--- src/inc/port_cde_pkg.sv ---
// constants, types and decode helper for the port c/d/e pin control block
package port_cde_pkg;

	// ----------------------------------------------------------------
	// bus and pin geometry
	// ----------------------------------------------------------------
	localparam int ADDR_W = 4; // register address width
	localparam int DATA_W = 16; // register data width
	localparam int PC_PINS = 21; // port c pins 20..0
	localparam int PD_PINS = 8; // port d pins 7..0
	localparam int PE_PINS = 25; // port e pins 24..0

	// ----------------------------------------------------------------
	// register offsets
	// ----------------------------------------------------------------
	localparam logic [3:0] OFF_C_DIR_HI = 4'h0;
	localparam logic [3:0] OFF_C_DIR_LO = 4'h1;
	localparam logic [3:0] OFF_D_DIR_LO = 4'h2;
	localparam logic [3:0] OFF_D_FUNC_LO2 = 4'h3;
	localparam logic [3:0] OFF_E_DIR_HI = 4'h4;
	localparam logic [3:0] OFF_E_DIR_LO = 4'h5;
	localparam logic [3:0] OFF_E_FUNC_HI1 = 4'h6;

	// ----------------------------------------------------------------
	// writable bit masks; other bits are reserved and read zero
	// ----------------------------------------------------------------
	localparam logic [15:0] MASK_C_DIR_HI = 16'h001f;
	localparam logic [15:0] MASK_C_DIR_LO = 16'hffff;
	localparam logic [15:0] MASK_D_DIR_LO = 16'h00ff;
	localparam logic [15:0] MASK_D_FUNC_LO2 = 16'hfff5;
	localparam logic [15:0] MASK_E_DIR_HI = 16'h01ff;
	localparam logic [15:0] MASK_E_DIR_LO = 16'hffff;
	localparam logic [15:0] MASK_E_FUNC_HI1 = 16'h0003;

	// ----------------------------------------------------------------
	// reset values and counts
	// ----------------------------------------------------------------
	localparam logic [15:0] RST_REG = 16'h0000; // all registers after reset
	localparam logic [2:0] STRAP_SETTLE = 3'h4; // cycles before strap is trusted

	// ----------------------------------------------------------------
	// select field codes
	// ----------------------------------------------------------------
	localparam logic [1:0] MD_GPIO = 2'h0;
	localparam logic [1:0] MD_FUNC1 = 2'h1;
	localparam logic [1:0] MD_FUNC2 = 2'h2;

	typedef enum logic [1:0] {PIN_GPIO, PIN_FUNC1, PIN_FUNC2} pin_mode_e;
	typedef enum logic {BOOT_SETTLE, BOOT_DONE} boot_state_e;

	// register port request
	typedef struct packed {
		logic [3:0] addr;
		logic [15:0] wdata;
		logic wr;
		logic rd;
	} reg_req_s;

	// signals from the serial unit toward the pins
	typedef struct packed {
		logic s1_clock;
		logic s1_clock_oe;
		logic s1_transmit;
		logic s2_clock;
		logic s2_clock_oe;
		logic s2_transmit;
	} serial_drive_s;

	// pin levels handed to the serial unit
	typedef struct packed {
		logic s1_clock;
		logic s1_receive;
		logic s1_clear_to_send;
		logic s2_clock;
		logic s2_receive;
	} serial_sense_s;

	// select code to pin mode; the prohibited code falls back to general i/o
	function automatic pin_mode_e decode_mode(input logic [1:0] code);
		pin_mode_e m;
		m = PIN_GPIO;
		case (code)
			MD_FUNC1: m = PIN_FUNC1;
			MD_FUNC2: m = PIN_FUNC2;
			default: m = PIN_GPIO;
		endcase
		return m;
	endfunction

endpackage

--- src/hdl/port_cde_pinctl.sv ---
// direction and function select registers and pin routing for ports c, d and e
//
// Summary of operation
// - direction 1 drives output, 0 makes input
// - port c direction applies only as gpio
// - port c high bits 15..5 read zero
// - all direction registers reset to zero
// - port d direction bits 7..0, upper zero
// - pin d7 select: gpio, interrupt 7, serial2 clock
// - pin d6 select: gpio, interrupt 6, serial2 receive
// - pin d5 select: gpio, interrupt 5, serial2 transmit
// - pin d4 select: gpio, interrupt 4, serial1 clock
// - pin d3 select: gpio, interrupt 3, serial1 receive
// - pin d2 select: gpio, interrupt 2, serial1 transmit
// - bit 2 selects pin d1 interrupt 1
// - bit 0 selects pin d0 interrupt 0
// - port d function bits 3,1 read zero
// - port e direction applies only as gpio
// - port e high direction bits 15..9 zero
// - port e function high1 bits 15..2 zero
// - pin e24 select: gpio, host data15, serial1 cts
//
// Design decisions made here: the register offsets and strobed register access.
`timescale 1ns/10ps
module port_cde_pinctl (
	input logic mclk_in, // 25 mhz system clock
	input logic sys_rst_in, // asynchronous reset, active high
	input port_cde_pkg::reg_req_s reg_req_in, // register port request
	output logic [15:0] reg_rdata_out, // read data, cycle after read strobe
	input logic host_boot_in, // boot strap pin, 1 = host-interface boot
	input logic [20:0] gpio_c_data_in, // port c output data
	input logic [7:0] gpio_d_data_in, // port d output data
	input logic [24:0] gpio_e_data_in, // port e output data
	input logic [20:0] pc_alt_sel_in, // port c pins owned by other functions
	input logic [20:0] pc_alt_out_in, // their output values
	input logic [20:0] pc_alt_oe_in, // their output enables
	input logic [23:0] pe_alt_sel_in, // port e pins 23..0 owned by other functions
	input logic [23:0] pe_alt_out_in, // their output values
	input logic [23:0] pe_alt_oe_in, // their output enables
	input port_cde_pkg::serial_drive_s serial_drive_in, // serial unit drive
	input logic host_port_data_bit15_in, // host unit data bit 15 out
	input logic host_port_data_bit15_oe_in, // host unit data bit 15 enable
	input logic [20:0] pin_c_in, // port c pad levels
	input logic [7:0] pin_d_in, // port d pad levels
	input logic [24:0] pin_e_in, // port e pad levels
	output logic [20:0] pin_c_out, // port c pad drive values
	output logic [20:0] pin_c_oe_out, // port c pad enables
	output logic [7:0] pin_d_out, // port d pad drive values
	output logic [7:0] pin_d_oe_out, // port d pad enables
	output logic [24:0] pin_e_out, // port e pad drive values
	output logic [24:0] pin_e_oe_out, // port e pad enables
	output logic [20:0] level_c_out, // filtered port c levels
	output logic [7:0] level_d_out, // filtered port d levels
	output logic [24:0] level_e_out, // filtered port e levels
	output logic [7:0] ext_interrupt_req_out, // interrupt request levels
	output port_cde_pkg::serial_sense_s serial_sense_out, // levels to serial unit
	output logic host_port_data_bit15_out // pin level to host unit
);

	// ----------------------------------------------------------------
	// registers
	// ----------------------------------------------------------------
	logic [15:0] port_c_direction_high; // pins 20..16
	logic [15:0] port_c_direction_low; // pins 15..0
	logic [15:0] port_d_direction_low; // pins 7..0
	logic [15:0] port_d_function_low2; // port d select fields
	logic [15:0] port_e_direction_high; // pins 24..16
	logic [15:0] port_e_direction_low; // pins 15..0
	logic [15:0] port_e_function_high1; // pin 24 select field

	localparam int SYNC_W = 55; // all pads plus the boot strap
	logic [SYNC_W-1:0] sync_a; // first stage, read only by sync_b
	logic [SYNC_W-1:0] sync_b; // second stage
	logic [SYNC_W-1:0] sync_c; // third stage
	logic [SYNC_W-1:0] level; // accepted levels
	logic strap_level; // filtered boot strap

	port_cde_pkg::boot_state_e boot_state; // strap capture state
	logic [2:0] boot_cnt; // settle counter

	logic wr_c_hi, wr_c_lo, wr_d_dir, wr_d_fn, wr_e_hi, wr_e_lo, wr_e_fn; // write decodes
	logic [15:0] next_rdata; // read mux

	logic [7:0] next_d_out, next_d_oe, next_irq; // port d routing
	logic [7:0] d_ser_sel; // port d pin on serial function
	logic [7:0] d_ser_out, d_ser_oe; // serial drive per port d pin
	logic [20:0] c_dir; // port c direction vector
	logic [24:0] e_dir; // port e direction vector
	logic [20:0] next_c_out, next_c_oe; // port c routing
	logic [24:0] next_e_out, next_e_oe; // port e routing
	port_cde_pkg::pin_mode_e e24_mode; // pin e24 mode
	port_cde_pkg::serial_sense_s next_sense; // serial levels
	logic next_host15; // host data level

	// ----------------------------------------------------------------
	// pad synchronisers
	// ----------------------------------------------------------------
	// three stages; a change counts once stages two and three agree
	always_ff @(posedge mclk_in or posedge sys_rst_in) begin
		if (sys_rst_in) begin
			sync_a <= '0;
			sync_b <= '0;
			sync_c <= '0;
			level <= '0;
		end else begin
			sync_a <= {host_boot_in, pin_e_in, pin_d_in, pin_c_in};
			sync_b <= sync_a;
			sync_c <= sync_b;
			level <= (sync_b & sync_c) | (level & (sync_b ^ sync_c));
		end
	end

	assign strap_level = level[54];
	assign level_c_out = level[20:0];
	assign level_d_out = level[28:21];
	assign level_e_out = level[53:29];

	// ----------------------------------------------------------------
	// register port
	// ----------------------------------------------------------------
	assign wr_c_hi = reg_req_in.wr && reg_req_in.addr == port_cde_pkg::OFF_C_DIR_HI;
	assign wr_c_lo = reg_req_in.wr && reg_req_in.addr == port_cde_pkg::OFF_C_DIR_LO;
	assign wr_d_dir = reg_req_in.wr && reg_req_in.addr == port_cde_pkg::OFF_D_DIR_LO;
	assign wr_d_fn = reg_req_in.wr && reg_req_in.addr == port_cde_pkg::OFF_D_FUNC_LO2;
	assign wr_e_hi = reg_req_in.wr && reg_req_in.addr == port_cde_pkg::OFF_E_DIR_HI;
	assign wr_e_lo = reg_req_in.wr && reg_req_in.addr == port_cde_pkg::OFF_E_DIR_LO;
	assign wr_e_fn = reg_req_in.wr && reg_req_in.addr == port_cde_pkg::OFF_E_FUNC_HI1;

	// direction registers; reserved bits never store
	// cleared to inputs
	always_ff @(posedge mclk_in or posedge sys_rst_in) begin
		if (sys_rst_in) begin
			port_c_direction_high <= port_cde_pkg::RST_REG;
			port_c_direction_low <= port_cde_pkg::RST_REG;
			port_d_direction_low <= port_cde_pkg::RST_REG;
			port_e_direction_high <= port_cde_pkg::RST_REG;
			port_e_direction_low <= port_cde_pkg::RST_REG;
		end else begin
			if (wr_c_hi) begin
				port_c_direction_high <= reg_req_in.wdata & port_cde_pkg::MASK_C_DIR_HI;
			end
			if (wr_c_lo) begin
				port_c_direction_low <= reg_req_in.wdata & port_cde_pkg::MASK_C_DIR_LO;
			end
			if (wr_d_dir) begin
				port_d_direction_low <= reg_req_in.wdata & port_cde_pkg::MASK_D_DIR_LO;
			end
			if (wr_e_hi) begin
				port_e_direction_high <= reg_req_in.wdata & port_cde_pkg::MASK_E_DIR_HI;
			end
			if (wr_e_lo) begin
				port_e_direction_low <= reg_req_in.wdata & port_cde_pkg::MASK_E_DIR_LO;
			end
		end
	end

	// port d select fields
	// bits 3 and 1 masked
	always_ff @(posedge mclk_in or posedge sys_rst_in) begin
		if (sys_rst_in) begin
			port_d_function_low2 <= port_cde_pkg::RST_REG;
		end else if (wr_d_fn) begin
			port_d_function_low2 <= reg_req_in.wdata & port_cde_pkg::MASK_D_FUNC_LO2;
		end
	end

	// strap settle and capture; a software write ends the wait
	always_ff @(posedge mclk_in or posedge sys_rst_in) begin
		if (sys_rst_in) begin
			boot_state <= port_cde_pkg::BOOT_SETTLE;
			boot_cnt <= '0;
		end else begin
			case (boot_state)
				port_cde_pkg::BOOT_SETTLE: begin
					boot_cnt <= boot_cnt + 3'h1;
					if (wr_e_fn || boot_cnt == port_cde_pkg::STRAP_SETTLE) begin
						boot_state <= port_cde_pkg::BOOT_DONE;
					end
				end
				port_cde_pkg::BOOT_DONE: begin
					boot_cnt <= boot_cnt;
				end
				default: begin
					boot_state <= port_cde_pkg::BOOT_DONE;
				end
			endcase
		end
	end

	// pin e24 select field; software write wins over strap load
	// bits 15..2 masked
	always_ff @(posedge mclk_in or posedge sys_rst_in) begin
		if (sys_rst_in) begin
			port_e_function_high1 <= port_cde_pkg::RST_REG;
		end else if (wr_e_fn) begin
			port_e_function_high1 <= reg_req_in.wdata & port_cde_pkg::MASK_E_FUNC_HI1;
		end else if (boot_state == port_cde_pkg::BOOT_SETTLE &&
				boot_cnt == port_cde_pkg::STRAP_SETTLE) begin
			port_e_function_high1 <= {15'h0000, strap_level};
		end
	end

	// read mux; unmapped offsets read zero
	always_comb begin
		next_rdata = 16'h0000;
		case (reg_req_in.addr)
			port_cde_pkg::OFF_C_DIR_HI: next_rdata = port_c_direction_high;
			port_cde_pkg::OFF_C_DIR_LO: next_rdata = port_c_direction_low;
			port_cde_pkg::OFF_D_DIR_LO: next_rdata = port_d_direction_low;
			port_cde_pkg::OFF_D_FUNC_LO2: next_rdata = port_d_function_low2;
			port_cde_pkg::OFF_E_DIR_HI: next_rdata = port_e_direction_high;
			port_cde_pkg::OFF_E_DIR_LO: next_rdata = port_e_direction_low;
			port_cde_pkg::OFF_E_FUNC_HI1: next_rdata = port_e_function_high1;
			default: next_rdata = 16'h0000;
		endcase
	end

	// read data stands only in the cycle after the strobe
	always_ff @(posedge mclk_in or posedge sys_rst_in) begin
		if (sys_rst_in) begin
			reg_rdata_out <= 16'h0000;
		end else begin
			reg_rdata_out <= reg_req_in.rd ? next_rdata : 16'h0000;
		end
	end

	// ----------------------------------------------------------------
	// port d routing
	// ----------------------------------------------------------------
	assign d_ser_out = {serial_drive_in.s2_clock, 1'b0, serial_drive_in.s2_transmit,
		serial_drive_in.s1_clock, 1'b0, serial_drive_in.s1_transmit, 2'b00};
	assign d_ser_oe = {serial_drive_in.s2_clock_oe, 1'b0, 1'b1,
		serial_drive_in.s1_clock_oe, 1'b0, 1'b1, 2'b00};

	genvar gi;
	generate
		for (gi = 0; gi < port_cde_pkg::PD_PINS; gi++) begin : g_pd
			// per pin: gpio, interrupt input, or serial signal on pins 7..2 (pins 1 and 0 cannot select it)
			always_comb begin
				next_d_out[gi] = gpio_d_data_in[gi];
				next_d_oe[gi] = port_d_direction_low[gi];
				next_irq[gi] = 1'b0;
				d_ser_sel[gi] = 1'b0;
				case (port_cde_pkg::decode_mode(port_d_function_low2[2*gi+1 -: 2]))
					port_cde_pkg::PIN_FUNC1: begin
						next_d_out[gi] = 1'b0;
						next_d_oe[gi] = 1'b0;
						next_irq[gi] = level_d_out[gi];
					end
					port_cde_pkg::PIN_FUNC2: begin
						next_d_out[gi] = d_ser_out[gi];
						next_d_oe[gi] = d_ser_oe[gi];
						d_ser_sel[gi] = 1'b1;
					end
					default: begin
						next_d_oe[gi] = port_d_direction_low[gi];
					end
				endcase
			end

			// interrupt function keeps pad as input and passes its level to the request
			property p_irq_pin;
				@(posedge mclk_in) disable iff (sys_rst_in)
				port_d_function_low2[2*gi+1 -: 2] == port_cde_pkg::MD_FUNC1
				|=> !pin_d_oe_out[gi] && ext_interrupt_req_out[gi] == $past(level_d_out[gi]);
			endproperty
			a_irq_pin: assert property (p_irq_pin) else $error("interrupt pin not routed");
		end
	endgenerate

	// ----------------------------------------------------------------
	// port c and port e routing
	// ----------------------------------------------------------------
	assign c_dir = {port_c_direction_high[4:0], port_c_direction_low};
	assign e_dir = {port_e_direction_high[8:0], port_e_direction_low};
	assign e24_mode = port_cde_pkg::decode_mode(port_e_function_high1[1:0]);

	// c direction only where pin is gpio
	assign next_c_out = (pc_alt_sel_in & pc_alt_out_in) | (~pc_alt_sel_in & gpio_c_data_in);
	assign next_c_oe = (pc_alt_sel_in & pc_alt_oe_in) | (~pc_alt_sel_in & c_dir);

	// e direction only where pin is gpio
	always_comb begin
		next_e_out[23:0] = (pe_alt_sel_in & pe_alt_out_in) | (~pe_alt_sel_in & gpio_e_data_in[23:0]);
		next_e_oe[23:0] = (pe_alt_sel_in & pe_alt_oe_in) | (~pe_alt_sel_in & e_dir[23:0]);
		next_host15 = 1'b0;
		next_sense.s1_clear_to_send = 1'b0;
		case (e24_mode)
			port_cde_pkg::PIN_FUNC1: begin
				next_e_out[24] = host_port_data_bit15_in;
				next_e_oe[24] = host_port_data_bit15_oe_in;
				next_host15 = level_e_out[24];
			end
			port_cde_pkg::PIN_FUNC2: begin
				next_e_out[24] = 1'b0;
				next_e_oe[24] = 1'b0;
				next_sense.s1_clear_to_send = level_e_out[24];
			end
			default: begin
				next_e_out[24] = gpio_e_data_in[24];
				next_e_oe[24] = e_dir[24];
			end
		endcase
		next_sense.s1_clock = d_ser_sel[4] & level_d_out[4];
		next_sense.s1_receive = d_ser_sel[3] & level_d_out[3];
		next_sense.s2_clock = d_ser_sel[7] & level_d_out[7];
		next_sense.s2_receive = d_ser_sel[6] & level_d_out[6];
	end

	// registered pad and peripheral outputs
	always_ff @(posedge mclk_in or posedge sys_rst_in) begin
		if (sys_rst_in) begin
			pin_c_out <= '0;
			pin_c_oe_out <= '0;
			pin_d_out <= '0;
			pin_d_oe_out <= '0;
			pin_e_out <= '0;
			pin_e_oe_out <= '0;
			ext_interrupt_req_out <= '0;
			serial_sense_out <= '0;
			host_port_data_bit15_out <= 1'b0;
		end else begin
			pin_c_out <= next_c_out;
			pin_c_oe_out <= next_c_oe;
			pin_d_out <= next_d_out;
			pin_d_oe_out <= next_d_oe;
			pin_e_out <= next_e_out;
			pin_e_oe_out <= next_e_oe;
			ext_interrupt_req_out <= next_irq;
			serial_sense_out <= next_sense;
			host_port_data_bit15_out <= next_host15;
		end
	end

	// ----------------------------------------------------------------
	// assertions
	// ----------------------------------------------------------------
	logic first_cycle; // high in the first cycle after reset release
	always_ff @(posedge mclk_in or posedge sys_rst_in) begin
		if (sys_rst_in) begin
			first_cycle <= 1'b1;
		end else begin
			first_cycle <= 1'b0;
		end
	end

	property p_dir_out;
		@(posedge mclk_in) disable iff (sys_rst_in)
		!pc_alt_sel_in[3] |=> pin_c_oe_out[3] == $past(port_c_direction_low[3]);
	endproperty
	a_dir_out: assert property (p_dir_out) else $error("gpio enable not from direction");

	property p_c_alt;
		@(posedge mclk_in) disable iff (sys_rst_in)
		pc_alt_sel_in[20] |=> pin_c_oe_out[20] == $past(pc_alt_oe_in[20]);
	endproperty
	a_c_alt: assert property (p_c_alt) else $error("port c alternate enable lost");

	property p_c_hi_read;
		@(posedge mclk_in) disable iff (sys_rst_in)
		reg_req_in.rd && reg_req_in.addr == port_cde_pkg::OFF_C_DIR_HI
		|=> reg_rdata_out[15:5] == 11'h000;
	endproperty
	a_c_hi_read: assert property (p_c_hi_read) else $error("port c high reserved nonzero");

	property p_reset_zero;
		@(posedge mclk_in) disable iff (sys_rst_in)
		first_cycle |-> c_dir == '0 && e_dir == '0 && port_d_direction_low == 16'h0000;
	endproperty
	a_reset_zero: assert property (p_reset_zero) else $error("direction not zero at reset");

	property p_d_read;
		@(posedge mclk_in) disable iff (sys_rst_in)
		reg_req_in.rd && reg_req_in.addr == port_cde_pkg::OFF_D_DIR_LO
		|=> reg_rdata_out[15:8] == 8'h00;
	endproperty
	a_d_read: assert property (p_d_read) else $error("port d upper byte nonzero");

	property p_d7_serial;
		@(posedge mclk_in) disable iff (sys_rst_in)
		port_d_function_low2[15:14] == port_cde_pkg::MD_FUNC2
		|=> pin_d_oe_out[7] == $past(serial_drive_in.s2_clock_oe);
	endproperty
	a_d7_serial: assert property (p_d7_serial) else $error("serial2 clock not routed");

	property p_d5_tx;
		@(posedge mclk_in) disable iff (sys_rst_in)
		port_d_function_low2[11:10] == port_cde_pkg::MD_FUNC2
		|=> pin_d_oe_out[5] && pin_d_out[5] == $past(serial_drive_in.s2_transmit);
	endproperty
	a_d5_tx: assert property (p_d5_tx) else $error("serial2 transmit not routed");

	property p_d_fn_read;
		@(posedge mclk_in) disable iff (sys_rst_in)
		reg_req_in.rd && reg_req_in.addr == port_cde_pkg::OFF_D_FUNC_LO2
		|=> !reg_rdata_out[3] && !reg_rdata_out[1];
	endproperty
	a_d_fn_read: assert property (p_d_fn_read) else $error("port d reserved bit nonzero");

	property p_e_reserved;
		@(posedge mclk_in) disable iff (sys_rst_in)
		port_e_direction_high[15:9] == 7'h00 && port_e_function_high1[15:2] == 14'h0000;
	endproperty
	a_e_reserved: assert property (p_e_reserved) else $error("port e reserved bit set");

	property p_e24_cts;
		@(posedge mclk_in) disable iff (sys_rst_in)
		port_e_function_high1[1:0] == port_cde_pkg::MD_FUNC2
		|=> !pin_e_oe_out[24] ##0 serial_sense_out.s1_clear_to_send == $past(level_e_out[24]);
	endproperty
	a_e24_cts: assert property (p_e24_cts) else $error("clear to send not routed");

	property p_boot_preset;
		@(posedge mclk_in) disable iff (sys_rst_in)
		boot_state == port_cde_pkg::BOOT_SETTLE && boot_cnt == port_cde_pkg::STRAP_SETTLE
		&& !wr_e_fn |=> port_e_function_high1 == {15'h0000, $past(strap_level)};
	endproperty
	a_boot_preset: assert property (p_boot_preset) else $error("boot preset wrong");

	c_host_boot: cover property (@(posedge mclk_in) disable iff (sys_rst_in)
		boot_state == port_cde_pkg::BOOT_DONE && port_e_function_high1[0]);
	c_irq_seen: cover property (@(posedge mclk_in) disable iff (sys_rst_in)
		ext_interrupt_req_out[7]);
	c_serial_tx: cover property (@(posedge mclk_in) disable iff (sys_rst_in)
		d_ser_sel[2] && pin_d_oe_out[2]);

endmodule

--- config.mk ---
export PLATFORM = sky130hd
export DESIGN_NAME = port_cde_pinctl
export DESIGN_NICKNAME = d
export VERILOG_FILES = /design/src/inc/port_cde_pkg.sv /design/src/hdl/port_cde_pinctl.sv
export SDC_FILE = /design/constraint.sdc
export NUM_CORES = 1
export LEC_CHECK = 0
export ABC_CLOCK_PERIOD_IN_PS = 39500
export BUFFER_PORTS_ARGS = -buffer_cell sky130_fd_sc_hd__buf_4
export CAP_MARGIN = 5
export CORE_MARGIN = 2
export CORE_UTILIZATION = 28
export CTS_BUF_LIST = sky130_fd_sc_hd__clkbuf_16
export CTS_CLUSTER_DIAMETER = 50
export DETAILED_ROUTE_END_ITERATION = 10
export PLACE_DENSITY = 0.46
export SYNTH_ARGS = -nofsm -noshare
export SYNTH_HDL_FRONTEND = slang
export SYNTH_SLANG_ARGS = --single-unit
export TNS_END_PERCENT = 20
--- constraint.sdc ---
create_clock -name mclk_in -period 39.5 [get_ports mclk_in]
set_input_delay 11.85 -clock mclk_in [delete_from_list [all_inputs] [get_ports mclk_in]]
set_output_delay 11.85 -clock mclk_in [all_outputs]
set_load 0.1 [all_outputs]
==> metrics.cfg <==
[run_status]
status=complete, no violations

[job]
cap_violations=0

[global_routing]
grt_first_pass_wirelength_mm=61.1
grt_pass1_vias=9898
antenna_found_initial=7
overflow=0
grt_start_max_net_pins=161
grt_usage_pct=14.2

[min_path]
hold_depth=0
min-delay-start=sync_a[35]
worst_hold_path.endpoint=sync_b[35]
min_path_type=flop to flop

[setup_path]
path_max_fanout=130
r2r_start=port_d_function_low2[10]
reg2regPathDepth=3
setup.worst_path.class=input port to async pin
crit_path_max_incr_delay_ns=0.89
crit_slowest_cell=buf_4
cp-end-kind=async pin
critPathRequiredTime_ns=40.06
r2r_setup_slack_ns=38.20
path_common_cell=buf_4
crit_buf_inv=4
worstPathCellList=buf_4 -> inv_8 -> buf_4 -> buf_4
critPathTopFamily=buffers and inverters
arrival_ns=14.50
start_kind=input port
r2r-end=pin_d_oe_out[5]

[yosys]
ys_types=43
yosys.area_share.simple_pct=4.33
synth-adder-area-share_pct=5.68
async_flop_share_pct=100
syn_nets=1321
yosys.area_share.xor_xnor_pct=0.112
avgSynthCellArea_um2=16.0
ys_seq_area_share_pct=69.2
ys_ff_latch=432
synth_most_common_cell=dfrtp_1
synth_compound_area_share_pct=4.52
muxShareOfSynthArea_pct=12.5
synth_area_um2=15600
synth_top_cell_by_area=dfrtp_1
yosys-top-cells-area=dfrtp_1 (69%), mux2_2 (12%), ha_1 (5.7%)
netlist_instances=974
synth_top_cells_by_count=dfrtp_1 (432), mux2_2 (167), ha_1 (71), a21o_1 (57), buf_4 (57)
synthFlopType=dfrtp_1
synth.top_cell.area_share_pct=69.2
synth_top_family_by_area=multiplexers
synth_edf_count=0
ys.warnings.count=0

[power_and_ir_drop]
vdd_ir_drop_max_mv=0.0317
clkPwrFrac_pct=34.3
internal_power_mw=0.851
pwr_density_cell_nw_per_um2=62.6
swShare_pct=36.1
combPwrFrac_pct=25.5
seqPwrFrac_pct=40.2
leakagePower_nw=10.5
net-switching-power_mw=0.480

[timing]
worst_pin_slew_ns=1.03
fin_crit_sh_pct=35.3
min_period_ns=13.94
fmax_ghz=0.0717
setup_violations=0
rsz0062_at_grt=no
finalHoldViolations=0
finClkSkew_ns=0.0194
slew_violations=0
tns_ns=0
slew_headroom_pct=31.5

[clock_tree]
path_clk_slew_ns=0.05
ctsResizeCount=0
cts_tree=done
clock_latency_ns=0.59
htreeDepth=2
cts_root_buf=clkbuf_16
cts_buffers=54
postCtsSetupRepairBufs=0
clockBufferDepth=3
hold_buffers=0
cts_sinks=432

[floorplan]
pin_count=468
coreArea_um2=55100
die-area_um2=57700
die_w_um=240
fp.dieH_um=240
fp-row-count=86
start_util_pct=28.4

[placement]
hpwl_mm=30.6
portBuffers=467
place_area_um2=19600
place_congestion=0.766

[route]
vias=9325
routedWlPerCell_um=18.5
wirelength_mm=41.3
drc=0
drt_iter0_markers=375
drt_pass1_iterations=5
routed_via_density=4.19
drt.antenna.violating_nets=0

[finish]
drive_gt1_share_pct=49.2
fill_cells=5364
stdcell_area_um2=21300
area_delta_synth_final_pct=36.2
final_nets=1777

state kept, by name (all words and copies together) (netlist names), 9 cells and up:
register and count:
level 55, pin_c_oe_out 21, pin_c_out 21, pin_e_oe_out 25, pin_e_out 25, port_c_direction_low 16, port_d_function_low2 14, port_e_direction_high 9
port_e_direction_low 16, reg_rdata_out 16, sync_a 55, sync_b 55, sync_c 55
power by group through the flow:
stage | clock (mW) | combinational (mW) | sequential, mW
after floorplan | 0 | 0.124 | 0.665
after global placement | 0 | 0.341 | 0.545
after detailed placement | 0 | 0.343 | 0.546
after CTS | 0.476 | 0.344 | 0.539
after global routing | 0.495 | 0.355 | 0.543
final | 0.457 | 0.339 | 0.536
per-stage QoR:
step / hold slack (ns) / utilization (%) / total power, mW / instances / setup WS (ns)
after global routing: 0.351 / 38.6 / 1.39 / 2221 / 25.10
after detailed placement: 0.335 / 35.6 / 0.890 / 2122 / 24.78
final: 0.344 / 38.6 / 1.33 / 2225 / 25.56
after floorplan: 0.331 / - / 0.788 / 974 / 15.62
after global placement: 0.331 / 35.6 / 0.886 / 2122 / 24.82
after CTS: 0.344 / 38.6 / 1.36 / 2221 / 25.41
placed cells by master, fill, tap and decap left out, types with 4 or more instances in the layout:
cell         n
mux2i_1      5
a22oi_1      7
nor3b_1      4
a21oi_1      7
o21ai_0     14
clkinv_1    13
diode_2      4
inv_6        7
a21o_1      57
nand3_1      7
clkbuf_16   54
a32oi_1      4
nor2b_1     10
ha_1        71
dfrtp_1    432
buf_4      469
inv_1       28
clkinv_2     7
and3b_1     11
mux2_2     167
nand2_1     26
nand3b_1     4
and2_1      18
a31oi_1      4
nor2_1       4
kinds of logic after synthesis:
group / Yosys count
AOI/OAI and AO/OA: 100
DFF: 432
xor gates and xnor gates: 2
and+or+nand+nor: 106
adders and majority gates: 71
muxes: 173
buffers and inverters: 90
worst max path at each step:
stage                               endpoint  cells past startpoint  startpoint
floorplan                        boot_cnt[0]                      1  sys_rst_in
global placement    port_d_function_low2[11]                      4  sys_rst_in
detailed placement  port_e_direction_low[14]                      4  sys_rst_in
CTS                 port_c_direction_low[15]                      4  sys_rst_in
global route        port_e_direction_low[10]                      4  sys_rst_in
finish                          pin_c_out[1]                      4  sys_rst_in
cell type report:
class	count	area, um^2	area share [%]
Antenna cell	4	10.0	0.0470
Tap cell	748	936	4.40
Inverter	20	82.6	0.388
Multi-Input combinational cell	452	4240	19.9
Sequential cell	432	10800	50.8
Clock buffer	54	1350	6.35
Timing Repair Buffer	470	3540	16.6
Clock inverter	45	307	1.44
metal layers:
metal | GRT usage [%] | part of all wire (%) | up-vias
li1 | - | - | 4265
met1 | 16.9 | 39 | 4685
met2 | 23.8 | 50 | 306
met3 | 5.28 | 8.8 | 63
met4 | 4.44 | 2.1 | 6
met5 | 0 | 0.082 | -
Note: power is estimated with default switching activity, not from simulation.
